==> config.mk <==
export PLATFORM = sky130hd
export DESIGN_NAME = tmc_timer0
export DESIGN_NICKNAME = d
export VERILOG_FILES = /design/src/core/tmc_pkg.sv /design/src/core/tmc_timer0.sv
export SDC_FILE = /design/constraint.sdc
export NUM_CORES = 1
export LEC_CHECK = 0
export BUFFER_PORTS_ARGS = -buffer_cell sky130_fd_sc_hd__buf_2
export CELL_PAD_IN_SITES_DETAIL_PLACEMENT = 1
export CELL_PAD_IN_SITES_GLOBAL_PLACEMENT = 1
export CORE_MARGIN = 1
export CORE_UTILIZATION = 43
export CTS_CLUSTER_DIAMETER = 40
export CTS_CLUSTER_SIZE = 30
export DETAILED_ROUTE_END_ITERATION = 10
export GPL_TIMING_DRIVEN = 0
export PLACE_DENSITY = 0.85
export REMOVE_ABC_BUFFERS = 1
export SLEW_MARGIN = 20
export SYNTH_ARGS = -nofsm -noshare
export SYNTH_HDL_FRONTEND = slang
export SYNTH_SLANG_ARGS = --single-unit
==> constraint.sdc <==
create_clock -name clock -period 3.05 [get_ports clock]
set_input_delay 0.61 -clock clock [delete_from_list [all_inputs] [get_ports clock]]
set_output_delay 0.61 -clock clock [all_outputs]
set_load 0.05 [all_outputs]
==> src/core/tmc_pkg.sv <==
package tmc_pkg;
  // register byte offsets on the bus
  localparam logic [3:0] OFS_COUNT_LOW = 4'h0;
  localparam logic [3:0] OFS_HIGH_BUF = 4'h4;
  localparam logic [3:0] OFS_INT_CTRL = 4'h8;
  localparam logic [3:0] OFS_CTRL = 4'hC;
  // counter control field positions
  localparam int CTRL_RUN = 7;
  localparam int CTRL_EIGHT = 6;
  localparam int CTRL_SRC = 5;
  localparam int CTRL_EDGE = 4;
  localparam int CTRL_BYPASS = 3;
  localparam int CTRL_RATIO_MSB = 2;
  localparam int CTRL_RATIO_LSB = 0;
  // interrupt control field positions
  localparam int INT_ENABLE = 5;
  localparam int INT_FLAG = 2;
  // reset values
  localparam logic [7:0] CTRL_RESET = 8'hFF;
  localparam logic [7:0] HIGH_BUF_RESET = 8'h00;
  localparam logic [7:0] INT_CTRL_RESET = 8'h00;
  // instructions after a low byte write with no increment
  localparam logic [1:0] WRITE_HOLD_CYCLES = 2'h2;
  // axi responses
  localparam logic [1:0] RESP_OKAY = 2'b00;
  localparam logic [1:0] RESP_SLVERR = 2'b10;
endpackage : tmc_pkg

==> src/core/tmc_timer0.sv <==
`timescale 1ns/1ps
// Function
// - source select zero: count instruction cycles
// - low byte write stalls two cycles
// - source one: count pin edges, edge selectable
// - pin synchronised before counting
// - hidden 8-bit prescaler counter
// - prescaler ratios 1:2 to 1:256
// - low byte write clears prescaler while it is assigned
// - prescaler assignment changeable any time
// - rollover sets overflow flag
// - interrupt request gated by enable bit
// - flag sets regardless of enables
// - counter stops during sleep
// - high byte only via buffer
// - low read captures high byte
// - low write loads high byte
// - control register layout, resets all ones
// - low byte kept across resets
module tmc_timer0 import tmc_pkg::*; #(
  parameter int INSTR_DIV = 4
) (
  // clock and reset
  input wire logic clock,
  input wire logic rst_b,
  // core state
  input wire logic sleepMode,
  input wire logic externalCountPin,
  output logic overflowIrq,
  // axi4-lite write address
  input wire logic [3:0] s_axi_awaddr,
  input wire logic s_axi_awvalid,
  output logic s_axi_awready,
  // axi4-lite write data
  input wire logic [31:0] s_axi_wdata,
  input wire logic [3:0] s_axi_wstrb,
  input wire logic s_axi_wvalid,
  output logic s_axi_wready,
  // axi4-lite write response
  output logic [1:0] s_axi_bresp,
  output logic s_axi_bvalid,
  input wire logic s_axi_bready,
  // axi4-lite read address
  input wire logic [3:0] s_axi_araddr,
  input wire logic s_axi_arvalid,
  output logic s_axi_arready,
  // axi4-lite read data
  output logic [31:0] s_axi_rdata,
  output logic [1:0] s_axi_rresp,
  output logic s_axi_rvalid,
  input wire logic s_axi_rready
);

  // refuse dividers the 8-bit tick counter cannot reach
  if (INSTR_DIV < 1 || INSTR_DIV > 256) begin : g_bad_div
    $error("INSTR_DIV out of range");
  end
  // field positions must sit inside the byte-wide registers
  if (CTRL_RUN > 7 || CTRL_RATIO_MSB > 7 || INT_ENABLE > 7 || INT_FLAG > 7) begin : g_bad_field
    $error("register field outside a byte");
  end
  // the write stall needs a nonzero count
  if (WRITE_HOLD_CYCLES == 2'h0) begin : g_bad_hold
    $error("write stall count is zero");
  end

  ////////////////////////////////////////////////////////////////////////////
  // bus write channel
  logic awHeld_q;
  logic wHeld_q;
  logic [3:0] awAddr_q;
  logic [31:0] wData_q;
  logic [3:0] wStrb_q;
  logic bValid_q;
  logic [1:0] bResp_q;
  logic doWrite;

  assign s_axi_awready = !awHeld_q && !bValid_q;
  assign s_axi_wready = !wHeld_q && !bValid_q;
  assign doWrite = awHeld_q && wHeld_q && !bValid_q;
  assign s_axi_bvalid = bValid_q;
  assign s_axi_bresp = bResp_q;

  // write address holding register, either order with data
  always_ff @(posedge clock or negedge rst_b) begin
    if (!rst_b) begin
      awHeld_q <= 1'b0;
      awAddr_q <= 4'h0;
    end else if (s_axi_awvalid && s_axi_awready) begin
      awHeld_q <= 1'b1;
      awAddr_q <= s_axi_awaddr;
    end else if (doWrite) begin
      awHeld_q <= 1'b0;
    end
  end

  // write data holding register
  always_ff @(posedge clock or negedge rst_b) begin
    if (!rst_b) begin
      wHeld_q <= 1'b0;
      wData_q <= 32'h0000_0000;
      wStrb_q <= 4'h0;
    end else if (s_axi_wvalid && s_axi_wready) begin
      wHeld_q <= 1'b1;
      wData_q <= s_axi_wdata;
      wStrb_q <= s_axi_wstrb;
    end else if (doWrite) begin
      wHeld_q <= 1'b0;
    end
  end

  logic addrOk;
  assign addrOk = (awAddr_q == OFS_COUNT_LOW) || (awAddr_q == OFS_HIGH_BUF) ||
                  (awAddr_q == OFS_INT_CTRL) || (awAddr_q == OFS_CTRL);

  // write response one cycle after both halves are held
  always_ff @(posedge clock or negedge rst_b) begin
    if (!rst_b) begin
      bValid_q <= 1'b0;
      bResp_q <= RESP_OKAY;
    end else if (doWrite) begin
      bValid_q <= 1'b1;
      bResp_q <= addrOk ? RESP_OKAY : RESP_SLVERR;
    end else if (s_axi_bready) begin
      bValid_q <= 1'b0;
    end
  end

  logic wrLow;
  logic wrHigh;
  logic wrInt;
  logic wrCtrl;
  // register write strobes, low byte lane only
  always_comb begin
    wrLow = 1'b0;
    wrHigh = 1'b0;
    wrInt = 1'b0;
    wrCtrl = 1'b0;
    if (doWrite && wStrb_q[0]) begin
      unique case (awAddr_q)
        OFS_COUNT_LOW: wrLow = 1'b1;
        OFS_HIGH_BUF: wrHigh = 1'b1;
        OFS_INT_CTRL: wrInt = 1'b1;
        OFS_CTRL: wrCtrl = 1'b1;
        default: wrLow = 1'b0; // unmapped: no effect
      endcase
    end
  end

  ////////////////////////////////////////////////////////////////////////////
  // control and buffer registers
  logic [7:0] ctrl_q;
  logic [7:0] highBuf_q;
  logic [7:0] intCtrl_q;
  logic [7:0] countLow_q;
  logic [7:0] countHigh_q;
  logic overflowEvt;
  logic rdLow;

  // control register, all ones at reset
  always_ff @(posedge clock or negedge rst_b) begin
    if (!rst_b) begin
      ctrl_q <= CTRL_RESET;
    end else if (wrCtrl) begin
      ctrl_q <= wData_q[7:0];
    end
  end

  // high buffer: software writes, low-byte read captures
  always_ff @(posedge clock or negedge rst_b) begin
    if (!rst_b) begin
      highBuf_q <= HIGH_BUF_RESET;
    end else if (rdLow) begin
      highBuf_q <= countHigh_q;
    end else if (wrHigh) begin
      highBuf_q <= wData_q[7:0];
    end
  end

  // interrupt control, flag set wins over clear
  always_ff @(posedge clock or negedge rst_b) begin
    if (!rst_b) begin
      intCtrl_q <= INT_CTRL_RESET;
    end else begin
      if (wrInt) begin
        intCtrl_q <= wData_q[7:0];
      end
      if (overflowEvt) begin
        intCtrl_q[INT_FLAG] <= 1'b1;
      end
    end
  end

  // request gated by enable only
  assign overflowIrq = intCtrl_q[INT_FLAG] && intCtrl_q[INT_ENABLE];

  ////////////////////////////////////////////////////////////////////////////
  // instruction cycle enable and pin synchroniser
  logic [7:0] divCnt_q;
  logic instrTick;
  assign instrTick = divCnt_q == 8'(INSTR_DIV - 1);

  // divide system clock to instruction rate
  always_ff @(posedge clock or negedge rst_b) begin
    if (!rst_b) begin
      divCnt_q <= 8'h00;
    end else if (instrTick) begin
      divCnt_q <= 8'h00;
    end else begin
      divCnt_q <= divCnt_q + 8'h01;
    end
  end

  logic pinMeta_q;
  logic pinSync_q;
  logic pinPrev_q;
  // two-stage synchroniser then edge history
  always_ff @(posedge clock or negedge rst_b) begin
    if (!rst_b) begin
      pinMeta_q <= 1'b0;
      pinSync_q <= 1'b0;
      pinPrev_q <= 1'b0;
    end else begin
      pinMeta_q <= externalCountPin;
      pinSync_q <= pinMeta_q;
      pinPrev_q <= pinSync_q;
    end
  end

  logic pinRise;
  logic pinFall;
  // single-clock pulses on each synchronised transition
  assign pinRise = !pinPrev_q && pinSync_q;
  assign pinFall = pinPrev_q && !pinSync_q;

  logic pinEdge;
  // rising when edge bit zero, falling when one
  assign pinEdge = ctrl_q[CTRL_EDGE] ? pinFall : pinRise;

  logic tickEvt_q;
  // instruction tick delayed to line up with the registered source event
  always_ff @(posedge clock or negedge rst_b) begin
    if (!rst_b) begin
      tickEvt_q <= 1'b0;
    end else begin
      tickEvt_q <= instrTick;
    end
  end

  logic srcEvt_q;
  // registered source event gives the post-sync delay
  always_ff @(posedge clock or negedge rst_b) begin
    if (!rst_b) begin
      srcEvt_q <= 1'b0;
    end else begin
      srcEvt_q <= ctrl_q[CTRL_SRC] ? pinEdge : instrTick;
    end
  end

  ////////////////////////////////////////////////////////////////////////////
  // prescaler
  logic [7:0] presc_q;
  logic [7:0] prescMask;
  logic prescOut;
  assign prescMask = 8'((9'h002 << ctrl_q[CTRL_RATIO_MSB:CTRL_RATIO_LSB]) - 9'h001);
  assign prescOut = ((presc_q & prescMask) == prescMask);

  logic runEn;
  assign runEn = ctrl_q[CTRL_RUN] && !sleepMode;

  logic prescAssigned;
  logic prescClear;
  logic prescAdvance;
  // prescaler belongs to this counter while the bypass bit is low
  assign prescAssigned = !ctrl_q[CTRL_BYPASS];
  assign prescClear = wrLow && prescAssigned;
  assign prescAdvance = srcEvt_q && runEn && prescAssigned;

  // hidden counter, cleared by a low-byte write while the bypass bit is low
  always_ff @(posedge clock or negedge rst_b) begin
    if (!rst_b) begin
      presc_q <= 8'h00;
    end else if (prescClear) begin
      presc_q <= 8'h00;
    end else if (prescAdvance) begin
      presc_q <= presc_q + 8'h01;
    end
  end

  logic countEvt;
  // bypass counts each event, else prescaler terminal
  assign countEvt = srcEvt_q && runEn && (ctrl_q[CTRL_BYPASS] || prescOut);

  ////////////////////////////////////////////////////////////////////////////
  // counter proper
  logic [1:0] hold_q;
  // inhibit window after low-byte write
  always_ff @(posedge clock or negedge rst_b) begin
    if (!rst_b) begin
      hold_q <= 2'h0;
    end else if (wrLow) begin
      hold_q <= WRITE_HOLD_CYCLES;
    end else if (tickEvt_q && hold_q != 2'h0) begin
      hold_q <= hold_q - 2'h1;
    end
  end

  logic lowWrap;
  logic highWrap;
  // byte rollover conditions
  assign lowWrap = countLow_q == 8'hFF;
  assign highWrap = countHigh_q == 8'hFF;

  logic doInc;
  assign doInc = countEvt && hold_q == 2'h0 && !wrLow;
  assign overflowEvt = doInc && lowWrap && (ctrl_q[CTRL_EIGHT] || highWrap);

  // count bytes have no reset: kept through soft resets
  always_ff @(posedge clock) begin
    if (wrLow) begin
      countLow_q <= wData_q[7:0];
      countHigh_q <= highBuf_q;
    end else if (doInc) begin
      countLow_q <= countLow_q + 8'h01;
      if (!ctrl_q[CTRL_EIGHT] && lowWrap) begin
        countHigh_q <= countHigh_q + 8'h01;
      end
    end
  end

  ////////////////////////////////////////////////////////////////////////////
  // bus read channel
  logic rValid_q;
  logic [31:0] rData_q;
  logic [1:0] rResp_q;
  assign s_axi_arready = !rValid_q;
  assign rdLow = s_axi_arvalid && s_axi_arready && s_axi_araddr == OFS_COUNT_LOW;
  assign s_axi_rvalid = rValid_q;
  assign s_axi_rdata = rData_q;
  assign s_axi_rresp = rResp_q;

  logic [7:0] rdByte;
  logic rdHit;
  // decode read address into a byte and a hit flag
  always_comb begin
    rdByte = 8'h00;
    rdHit = 1'b1;
    unique case (s_axi_araddr)
      OFS_COUNT_LOW: rdByte = countLow_q;
      OFS_HIGH_BUF: rdByte = highBuf_q;
      OFS_INT_CTRL: rdByte = intCtrl_q;
      OFS_CTRL: rdByte = ctrl_q;
      default: rdHit = 1'b0;
    endcase
  end

  // read data one cycle after address
  always_ff @(posedge clock or negedge rst_b) begin
    if (!rst_b) begin
      rValid_q <= 1'b0;
      rData_q <= 32'h0000_0000;
      rResp_q <= RESP_OKAY;
    end else if (s_axi_arvalid && s_axi_arready) begin
      rValid_q <= 1'b1;
      rData_q <= {24'h00_0000, rdByte};
      rResp_q <= rdHit ? RESP_OKAY : RESP_SLVERR;
    end else if (s_axi_rready) begin
      rValid_q <= 1'b0;
    end
  end

endmodule : tmc_timer0

== Word-level counts from Yosys, hierarchy flattened ==
Cells that the tools add are included.
Storage, ports and cells
  bits in registers: 92
  input bits: 53
  logic and storage cells: 131
Operators by class
  add/subtract/negate cells: 6
  equality and inequality tests: 10
  shift operators: 1
  mux-type cells: 35
  bitwise gates (word level): 1
  reduce and logical (&&, ||, !) cells: 54
Operator list (count)
  two-way mux 8 bit: 10
  adder 8 x 1 -> 8 bit (second input constant): 4
  case mux 8 bit (4 select lines): 1
  logical AND 1 bit: 23
  nonzero test 2 bit: 11
  two-way mux 1 bit: 19
  equality test 4 bit (second input constant): 4
  equality test 8 bit (second input constant): 2
  zero test 1 bit: 10
  AND 8 bit: 1
  equality test 4 x 3 -> 1 bit (second input constant): 2
  equality test 8 x 2 -> 1 bit (second input constant): 1
  equality test 8 bit: 1
  zero test 4 bit: 2
  two-way mux 2 bit: 4
  << shifter 2 x 3 -> 8 bit (first input constant): 1
  subtractor 8 x 1 -> 8 bit (second input constant): 1
  logical OR 1 bit: 5
  OR reduction 4 bit: 1
  two-way mux 3 bit: 1
  zero test 2 bit: 1
  AND reduction 2 bit: 1
  subtractor 2 x 1 -> 2 bit (second input constant): 1

== Longest topological paths before layout ==
Gate-level depths: netlist of run 1.
  depth in word-level cells: 11
  gate-level depth with buffers: 9
  gate-level depth less buffers: 8

== Worst setup path before layout of run 1 ==
Ideal clock, no wire load.
  path kind: reg2reg
  start point: register ctrl_q[1]
  end point: register countLow_q[0] (enable)
  data arrival time: 2.219 ns
  data required time: 2.694 ns
  setup slack: 0.475 ns
  cell stages (with the launch flop): 10
  buffers on the path: 1
  cell sequence: dfstp_2 buf_2 nor2_1 nand2_1 ha_1 or3b_2 a31oi_1 a211oi_1 a21oi_1 o21ai_0
On the way
  cells in the longest elaborated chain, start to end: 9
Ends and longest elaborated chain
  start: declaration: line tmc_timer0.sv:152  | logic [7:0] ctrl_q;
  start signal: assignment: line tmc_timer0.sv:165  | ctrl_q <= wData_q[7:0];
  << shifter 2 x 3 -> 8 bit *: line tmc_timer0.sv:265  | assign prescMask = 8'((9'h002 << ctrl_q[CTRL_RATIO_MSB:CTRL_RATIO_LSB]) - 9'h001);
  subtractor 8 x 1 -> 8 bit *: line tmc_timer0.sv:265
  AND 8 bit: line tmc_timer0.sv:266  | assign prescOut = ((presc_q & prescMask) == prescMask);
  equality test 8 bit *: line tmc_timer0.sv:266
  logical OR 1 bit *: line tmc_timer0.sv:292  | assign countEvt = srcEvt_q && runEn && (ctrl_q[CTRL_BYPASS] || prescOut);
  logical AND 1 bit *: line tmc_timer0.sv:292
  logical AND 1 bit * (2 in series): line tmc_timer0.sv:315  | assign doInc = countEvt && hold_q == 2'h0 && !wrLow;
  nonzero test 2 bit (no line) *
  end signal: assignment: line tmc_timer0.sv:321  | countLow_q <= wData_q[7:0];
  end signal: assignment: line tmc_timer0.sv:324  | countLow_q <= countLow_q + 8'h01;
  end: declaration: line tmc_timer0.sv:155  | logic [7:0] countLow_q;
Every way passes the cells marked *; elsewhere a longest branch is shown, timed or not.
A chain may end at the register's enable or synchronous reset.

== Worst setup path in the final report of run 1 ==
  start point: register ctrl_q[1]
  end point: register countHigh_q[7] (enable)
On the way
  cells in the longest elaborated chain, start to end: 10
Ends and longest elaborated chain
  << shifter 2 x 3 -> 8 bit *: line tmc_timer0.sv:265
  subtractor 8 x 1 -> 8 bit *: line tmc_timer0.sv:265
  AND 8 bit: line tmc_timer0.sv:266
  equality test 8 bit *: line tmc_timer0.sv:266
  logical OR 1 bit *: line tmc_timer0.sv:292
  logical AND 1 bit *: line tmc_timer0.sv:292
  logical AND 1 bit * (2 in series): line tmc_timer0.sv:315
  nonzero test 2 bit (no line) *
  AND reduction 2 bit (no line) *
  end signal: assignment: line tmc_timer0.sv:322  | countHigh_q <= highBuf_q;
  end signal: assignment: line tmc_timer0.sv:326  | countHigh_q <= countHigh_q + 8'h01;
  end: declaration: line tmc_timer0.sv:156  | logic [7:0] countHigh_q;
Marked as above.

==> results of run 1 <==
## power by group through the flow
stage	Sequential (W)	Clock [W]	Combinational, W
5_1_grt	0.00190	0.000960	0.00113
2_1_floorplan	0.00186	0	0.000718
3_5_place_dp	0.00187	0	0.00106
6_report	0.00185	0.000883	0.00105
4_1_cts	0.00185	0.000918	0.00106
3_3_place_gp	0.00184	0	0.000999
## flip-flops by register name, indices dropped and copies added, names as in the netlist, 2 cells and up
register     count
awAddr_q         4
countHigh_q      8
countLow_q       8
ctrl_q           8
divCnt_q         8
highBuf_q        8
hold_q           2
intCtrl_q        8
presc_q          8
s_axi_rdata      8
wData_q          8
## layout by cell type (no fill, tap or decap), drive strengths merged, types with 2 or more instances in the layout
| master | n |
|---|---|
| dfrtp | 66 |
| buf | 42 |
| nor2 | 41 |
| mux2 | 30 |
| conb | 26 |
| a21oi | 22 |
| nand2 | 19 |
| edfxtp | 16 |
| o21ai | 14 |
| xnor2 | 13 |
| xor2 | 13 |
| clkbuf | 12 |
| nand3 | 11 |
| mux2i | 10 |
| mux4 | 8 |
| a22o | 8 |
| dfstp | 8 |
| inv | 8 |
| ha | 6 |
| and3 | 6 |
| nand4 | 5 |
| nor2b | 4 |
| nand3b | 3 |
| and3b | 2 |
| and2 | 2 |
| o21bai | 2 |
| clkinv | 2 |
| nor3 | 2 |
| nor3b | 2 |
| nand2b | 2 |
## routing by layer
layer	up-vias	track usage, %	share of wire, %
met5	-	0	0
met4	0	6.137	1.5
met2	58	32.78	52
li1	1361	-	-
met1	1455	24.16	43
met3	13	3.431	3.4
## worst max path at each step
stage                         start        endpoint  slack (ns)
after floorplan           ctrl_q[1]   countLow_q[0]        0.55
after detailed placement  ctrl_q[1]   countLow_q[0]       -0.11
after global routing      ctrl_q[1]  countHigh_q[6]       -0.15
after CTS                 ctrl_q[1]  countHigh_q[7]        0.04
final                     ctrl_q[1]  countHigh_q[7]        0.11
after global placement    ctrl_q[1]   countLow_q[1]        0.08
## logic make-up after synthesis
group | after synthesis | synth area share, %
AO/OA/AOI/OAI | 53 | 7.240
AND/OR/NAND/NOR | 106 | 13.60
flip-flops | 90 | 51.73
buffers and inverters | 46 | 7.019
other | 1 | 0.08282
XOR/XNOR | 26 | 5.029
adder cells (fa/ha/maj) | 6 | 1.658
multiplexers | 48 | 13.65
## final cells by class
type / count / area [µm²]
clock inverter: 4 / 56.30
clock buffer: 12 / 166.4
fill: 1148 / 5319
timing repair buffer: 42 / 235.2
inverter: 7 / 26.28
multi-input combinational: 265 / 1962
sequential: 90 / 2342
tap: 136 / 170.2
## per-stage QoR
step	cell area (µm²)	power [W]
finish	4959	0.003780
global placement	4706	0.002841
CTS	4959	0.003836
global route	4959	0.003991
detailed placement	4736	0.002932
floorplan	4330	0.002574
## timing repair
item                       CTS  global route
gates cloned                 0             0
setup endpoints to repair    8            16
resized for setup            1             0
==> metrics, run 1 <==
initial antenna violation count 0; Yosys top cell by area dfrtp_1; ratio of total power to cell area 762.4 nW/µm²; share of flip-flops with an asynchronous set or reset 82.22%; HPWL after detailed placement 7024 µm; clock skew after layout 0.01084 ns; Iteration-0 DRC Markers 142; CP delay by family, top compound AO/OA/AOI/OAI gates; CTS tree built; remaining global-route overflow 0; htree depth 3; Detailed Route WL 9570 µm; RSZ-0062 raised after global routing true; setup slack at placement -0.1109 ns; Chip Width 104.6 µm; crit share post-route a little over nine tenths; post-layout instance count excluding filler cells 556; vias in the first global route 3058; crit end category flip-flop; final count of pins violating max slew 0; fin util 48.25%; DP Cell Count 540; startpoint of the worst register-to-register path ctrl_q[1]; leading post-synthesis cells by instance count 66 x dfrtp_1, 40 x nor2_1, 30 x mux2_2; Worst path depth 8; postcts setup bufs 0; top cell type's share of synthesized area between 30 and 40%; part of the power in combinational logic 27.7%; worst min path class in2async; post-synthesis cell area 4528 µm²; via count normalized by instance count 5.192; tightest slew margin relative to the limit 38.13%; average footprint of a synthesized cell 12.04 µm²; fraction of layout instances using a drive strength above 1 27.86%; net count reported at finish 474; leakage power total 2.265 nW; Detail Route Antenna Nets 0; switching portion of total power a little over a third; min setup slack post-route approximately 0.11 ns; synth-to-layout area growth 9.505%; Critical path buffers and inverters 0; critical path, cell by cell nor2_1 > nand2_1 > ha_1 > or4bb_1 > a31oi_1 > a211oi_1 > a21oi_1 > o41ai_2; pin count of the biggest net entering global routing 53; data arrival time at the worst-slack endpoint about 2.9 ns; data required time at the worst endpoint approximately 3 ns; highest clock rate 339.7 MHz; clock insertion delay at the later pin of the skew report between 0.3 and 0.4 ns; global placement routability congestion roughly 0.79; Clock Sinks 90; cell at the slowest stage of the critical path o41ai_2; portion of total power attributed to the clock network 23.4%; cell types occupying the most area after synthesis dfrtp_1 36%, edfxtp_1 11%, mux2_2 7.5%; part of the Yosys area used for sequential elements 51.73%; Core Rows 37; number of hold buffers added after CTS 0; category of the most critical setup path reg2reg; core area 10280 µm²; Die Footprint 10940 µm²; final routed wire length divided by cell count around 17 µm; slew of the pin with the lowest slew margin 0.9180 ns; total global routing track utilization 18.99%; first-pass GRT wire length between 15000 and 20000 µm; Hold Slack 0.1517 ns; Fin Setup TNS 0 ns; Hold Fails Final Rpt 0; iteration count of the initial detailed-routing pass 4; total number of yosys warnings 0; power share of the sequential group between 40% and 50%; Max-Cap Viols 0; setup violators final 0; library cell used as clock root buffer clkbuf_8; outcome completed; Worst R2R End countHigh_q[7]; clock buffer count from CTS 9; r2r worst-path depth 8; highest ir drop seen on vdd 0.0003415 V; dominant cell by count in the synthesized netlist dfrtp_1; delay contributed by the slowest stage of the critical path 0.84 ns; gate count of the mapped netlist ~380; Period minus WS final 2.944 ns; startpoint kind of the worst setup timing path flip-flop; primary flip-flop cell chosen by synthesis mapping dfrtp_1; IO Count 95; flip-flop and latch count after synthesis 90; largest fanout on the critical path 12; reported net switching power 0.001360 W; ant diodes 0; Initial Util 44.06%; Clock transition at path regs 0.09 ns; via count 2887; library cells used by synthesis 55; EDFF count, synth 16; cell-internal power between 0.002 and 0.0025 W; IO buf count 41; deepest clock path buffer count 2; DRC violation count after routing 0; reg-to-reg setup timing slack 0.11 ns; die height 104.6 µm
No activity file was read; power rests on OpenSTA's default activity.
==> inputs of run 2 (changes only) <==
Settings changed: REMOVE_ABC_BUFFERS 1 to not set.
==> run 2 against run 1 <==
  * Setup slack improved by 0.083 ns
  * Clock-buffer cell count down 2
  * Via count is 7.3% higher
  * Highest routed layer unchanged
  * Largest power group unchanged
  * Fmax rose by 2.9%
  * Final cell count rose by 6.8%
  * Clock skew up 0.0012 ns
==> metrics, run 2 (synthesis gave the netlist of run 1 again) <==
slew of the pin with the lowest slew margin 0.7275 ns; startpoint kind of the worst setup timing path flip-flop; Fin Setup TNS 0 ns; via count normalized by instance count approximately 5.2; Detailed Route WL about 10000 µm; Clock Sinks 90; synth-to-layout area growth 16.88%; worst min path class in2async; clock buffer count from CTS 9; final count of pins violating max slew 0; setup violators final 0; Die Footprint 10940 µm²; highest clock rate roughly 350 MHz; Max-Cap Viols 0; leakage power total around 2.5 nW; category of the most critical setup path reg2reg; initial antenna violation count 0; net count reported at finish between 500 and 600; Hold Fails Final Rpt 0; library cell used as clock root buffer clkbuf_8; Chip Width 104.6 µm; outcome completed; global placement routability congestion approximately 0.8; Initial Util 44.06%; Hold Slack slightly below 0.2 ns; HPWL after detailed placement 7291 µm; Iteration-0 DRC Markers 124; die height 104.6 µm; crit share post-route 93.80%; Period minus WS final 2.861 ns; data arrival time at the worst-slack endpoint 2.92 ns; core area 10280 µm²; fin util 51.50%; crit end category flip-flop; largest fanout on the critical path 10; area taken by multi-input logic gates around 2000 µm²; final routed wire length divided by cell count 17.40 µm; RSZ-0062 raised after global routing false; tightest slew margin relative to the limit roughly half; Clock transition at path regs 0.09 ns; vias in the first global route roughly 3300; FILL cells around 1100; clock insertion delay at the later pin of the skew report 0.36 ns; deepest clock path buffer count 2; DRC violation count after routing 0; ant diodes 0; htree depth 3; Detail Route Antenna Nets 0; ratio of total power to cell area 759.8 nW/µm²; highest ir drop seen on vdd 0.0003994 V; reg-to-reg setup timing slack 0.19 ns; data required time at the worst endpoint 3.11 ns; total global routing track utilization around a fifth; Core Rows 37; clock skew after layout between 0.01 and 0.015 ns; pin count of the biggest net entering global routing 42; IO Count 95; iteration count of the initial detailed-routing pass 4; first-pass GRT wire length 17170 µm; IO buf count 39; commonest cells after routing, fill and taps aside 66 x dfrtp_1, 42 x buf_2, 40 x nor2_1; cell area after placement 5010 µm²; number of hold buffers added after CTS 0; register area 2342 µm²; post-layout instance area ~5300 µm²; CTS tree built; most frequent standard cell in the layout excluding fill and tap cells dfrtp_1; remaining global-route overflow 0; via count 3098; fraction of layout instances using a drive strength above 1 around a third
[run 2: changes by cell type in the layout (fill, tap and decap cells not counted), moves of 2 or more]
cell,delta
buf_12,+2
buf_4,+30
clkinv_4,-2
bufinv_16,+3
clkbuf_1,+3
buf_6,+2
buf_2,+2
[run 2: worst paths after layout]
kind                       cells past startpoint       endpoint             start
max                                            9  countLow_q[5]         ctrl_q[2]
min                                            1   s_axi_rvalid             rst_b
max reg2reg                                    9  countLow_q[5]         ctrl_q[2]
min reg2reg                                    0      pinSync_q         pinMeta_q
max in group asynchronous                      2      ctrl_q[7]             rst_b
min in group clock                             1      pinMeta_q  externalCountPin
[run 2: routing by layer]
layer  global-route usage, %  share of wire, %  vias to the layer above
li1                        -                 -                     1433
met1                   26.37                43                     1581
met2                   34.96                51                       71
met3                   2.870               4.0                       13
met4                   7.143               1.5                        0
met5                       0                 0                        -
[run 2: stage by stage]
step / total power, W / setup slack, ns / instances
final: 0.004021 / 0.1891 / 594
after global routing: 0.004221 / 0.09540 / 594
after CTS: 0.004039 / 0.02845 / 593
after detailed placement: 0.002983 / -0.1081 / 577
after global placement: 0.002903 / -0.004171 / 576
after floorplan: 0.002637 / 0.4748 / 401
[run 2: power by group]
group | switching, W | leakage [nW] | internal [W]
combinational | 0.000657 | 1.32 | 0.000487
sequential | 0.000311 | 1.06 | 0.00153
clock | 0.000415 | 0.128 | 0.000624
[run 2: area by class of cell]
class / count / share of cell area (%)
Tap cell: 136 / 3.215
Clock inverter: 6 / 2.435
Inverter: 7 / 0.4965
Sequential cell: 90 / 44.26
Clock buffer: 10 / 2.411
Buffer: 39 / 5.508
Multi-Input combinational cell: 265 / 37.42
Timing Repair Buffer: 41 / 4.255
[run 2: critical path, stage by stage (launching register included)]
cell	delay, ns
dfstp_2	0.55
buf_2	0.23
nor2_1	0.09
nand2_1	0.08
ha_1	0.28
or3b_2	0.47
a31oi_1	0.21
a211oi_1	0.10
a21oi_2	0.33
o21ai_2	0.23
[run 2: what timing repair did]
item / 4_1_cts / 5_1_grt
hold endpoints to repair: 0 / 0
pin swaps: 0 / 1
buffers inserted: 0 / 1
resized for setup: 3 / 1
setup endpoints to repair: 16 / 16
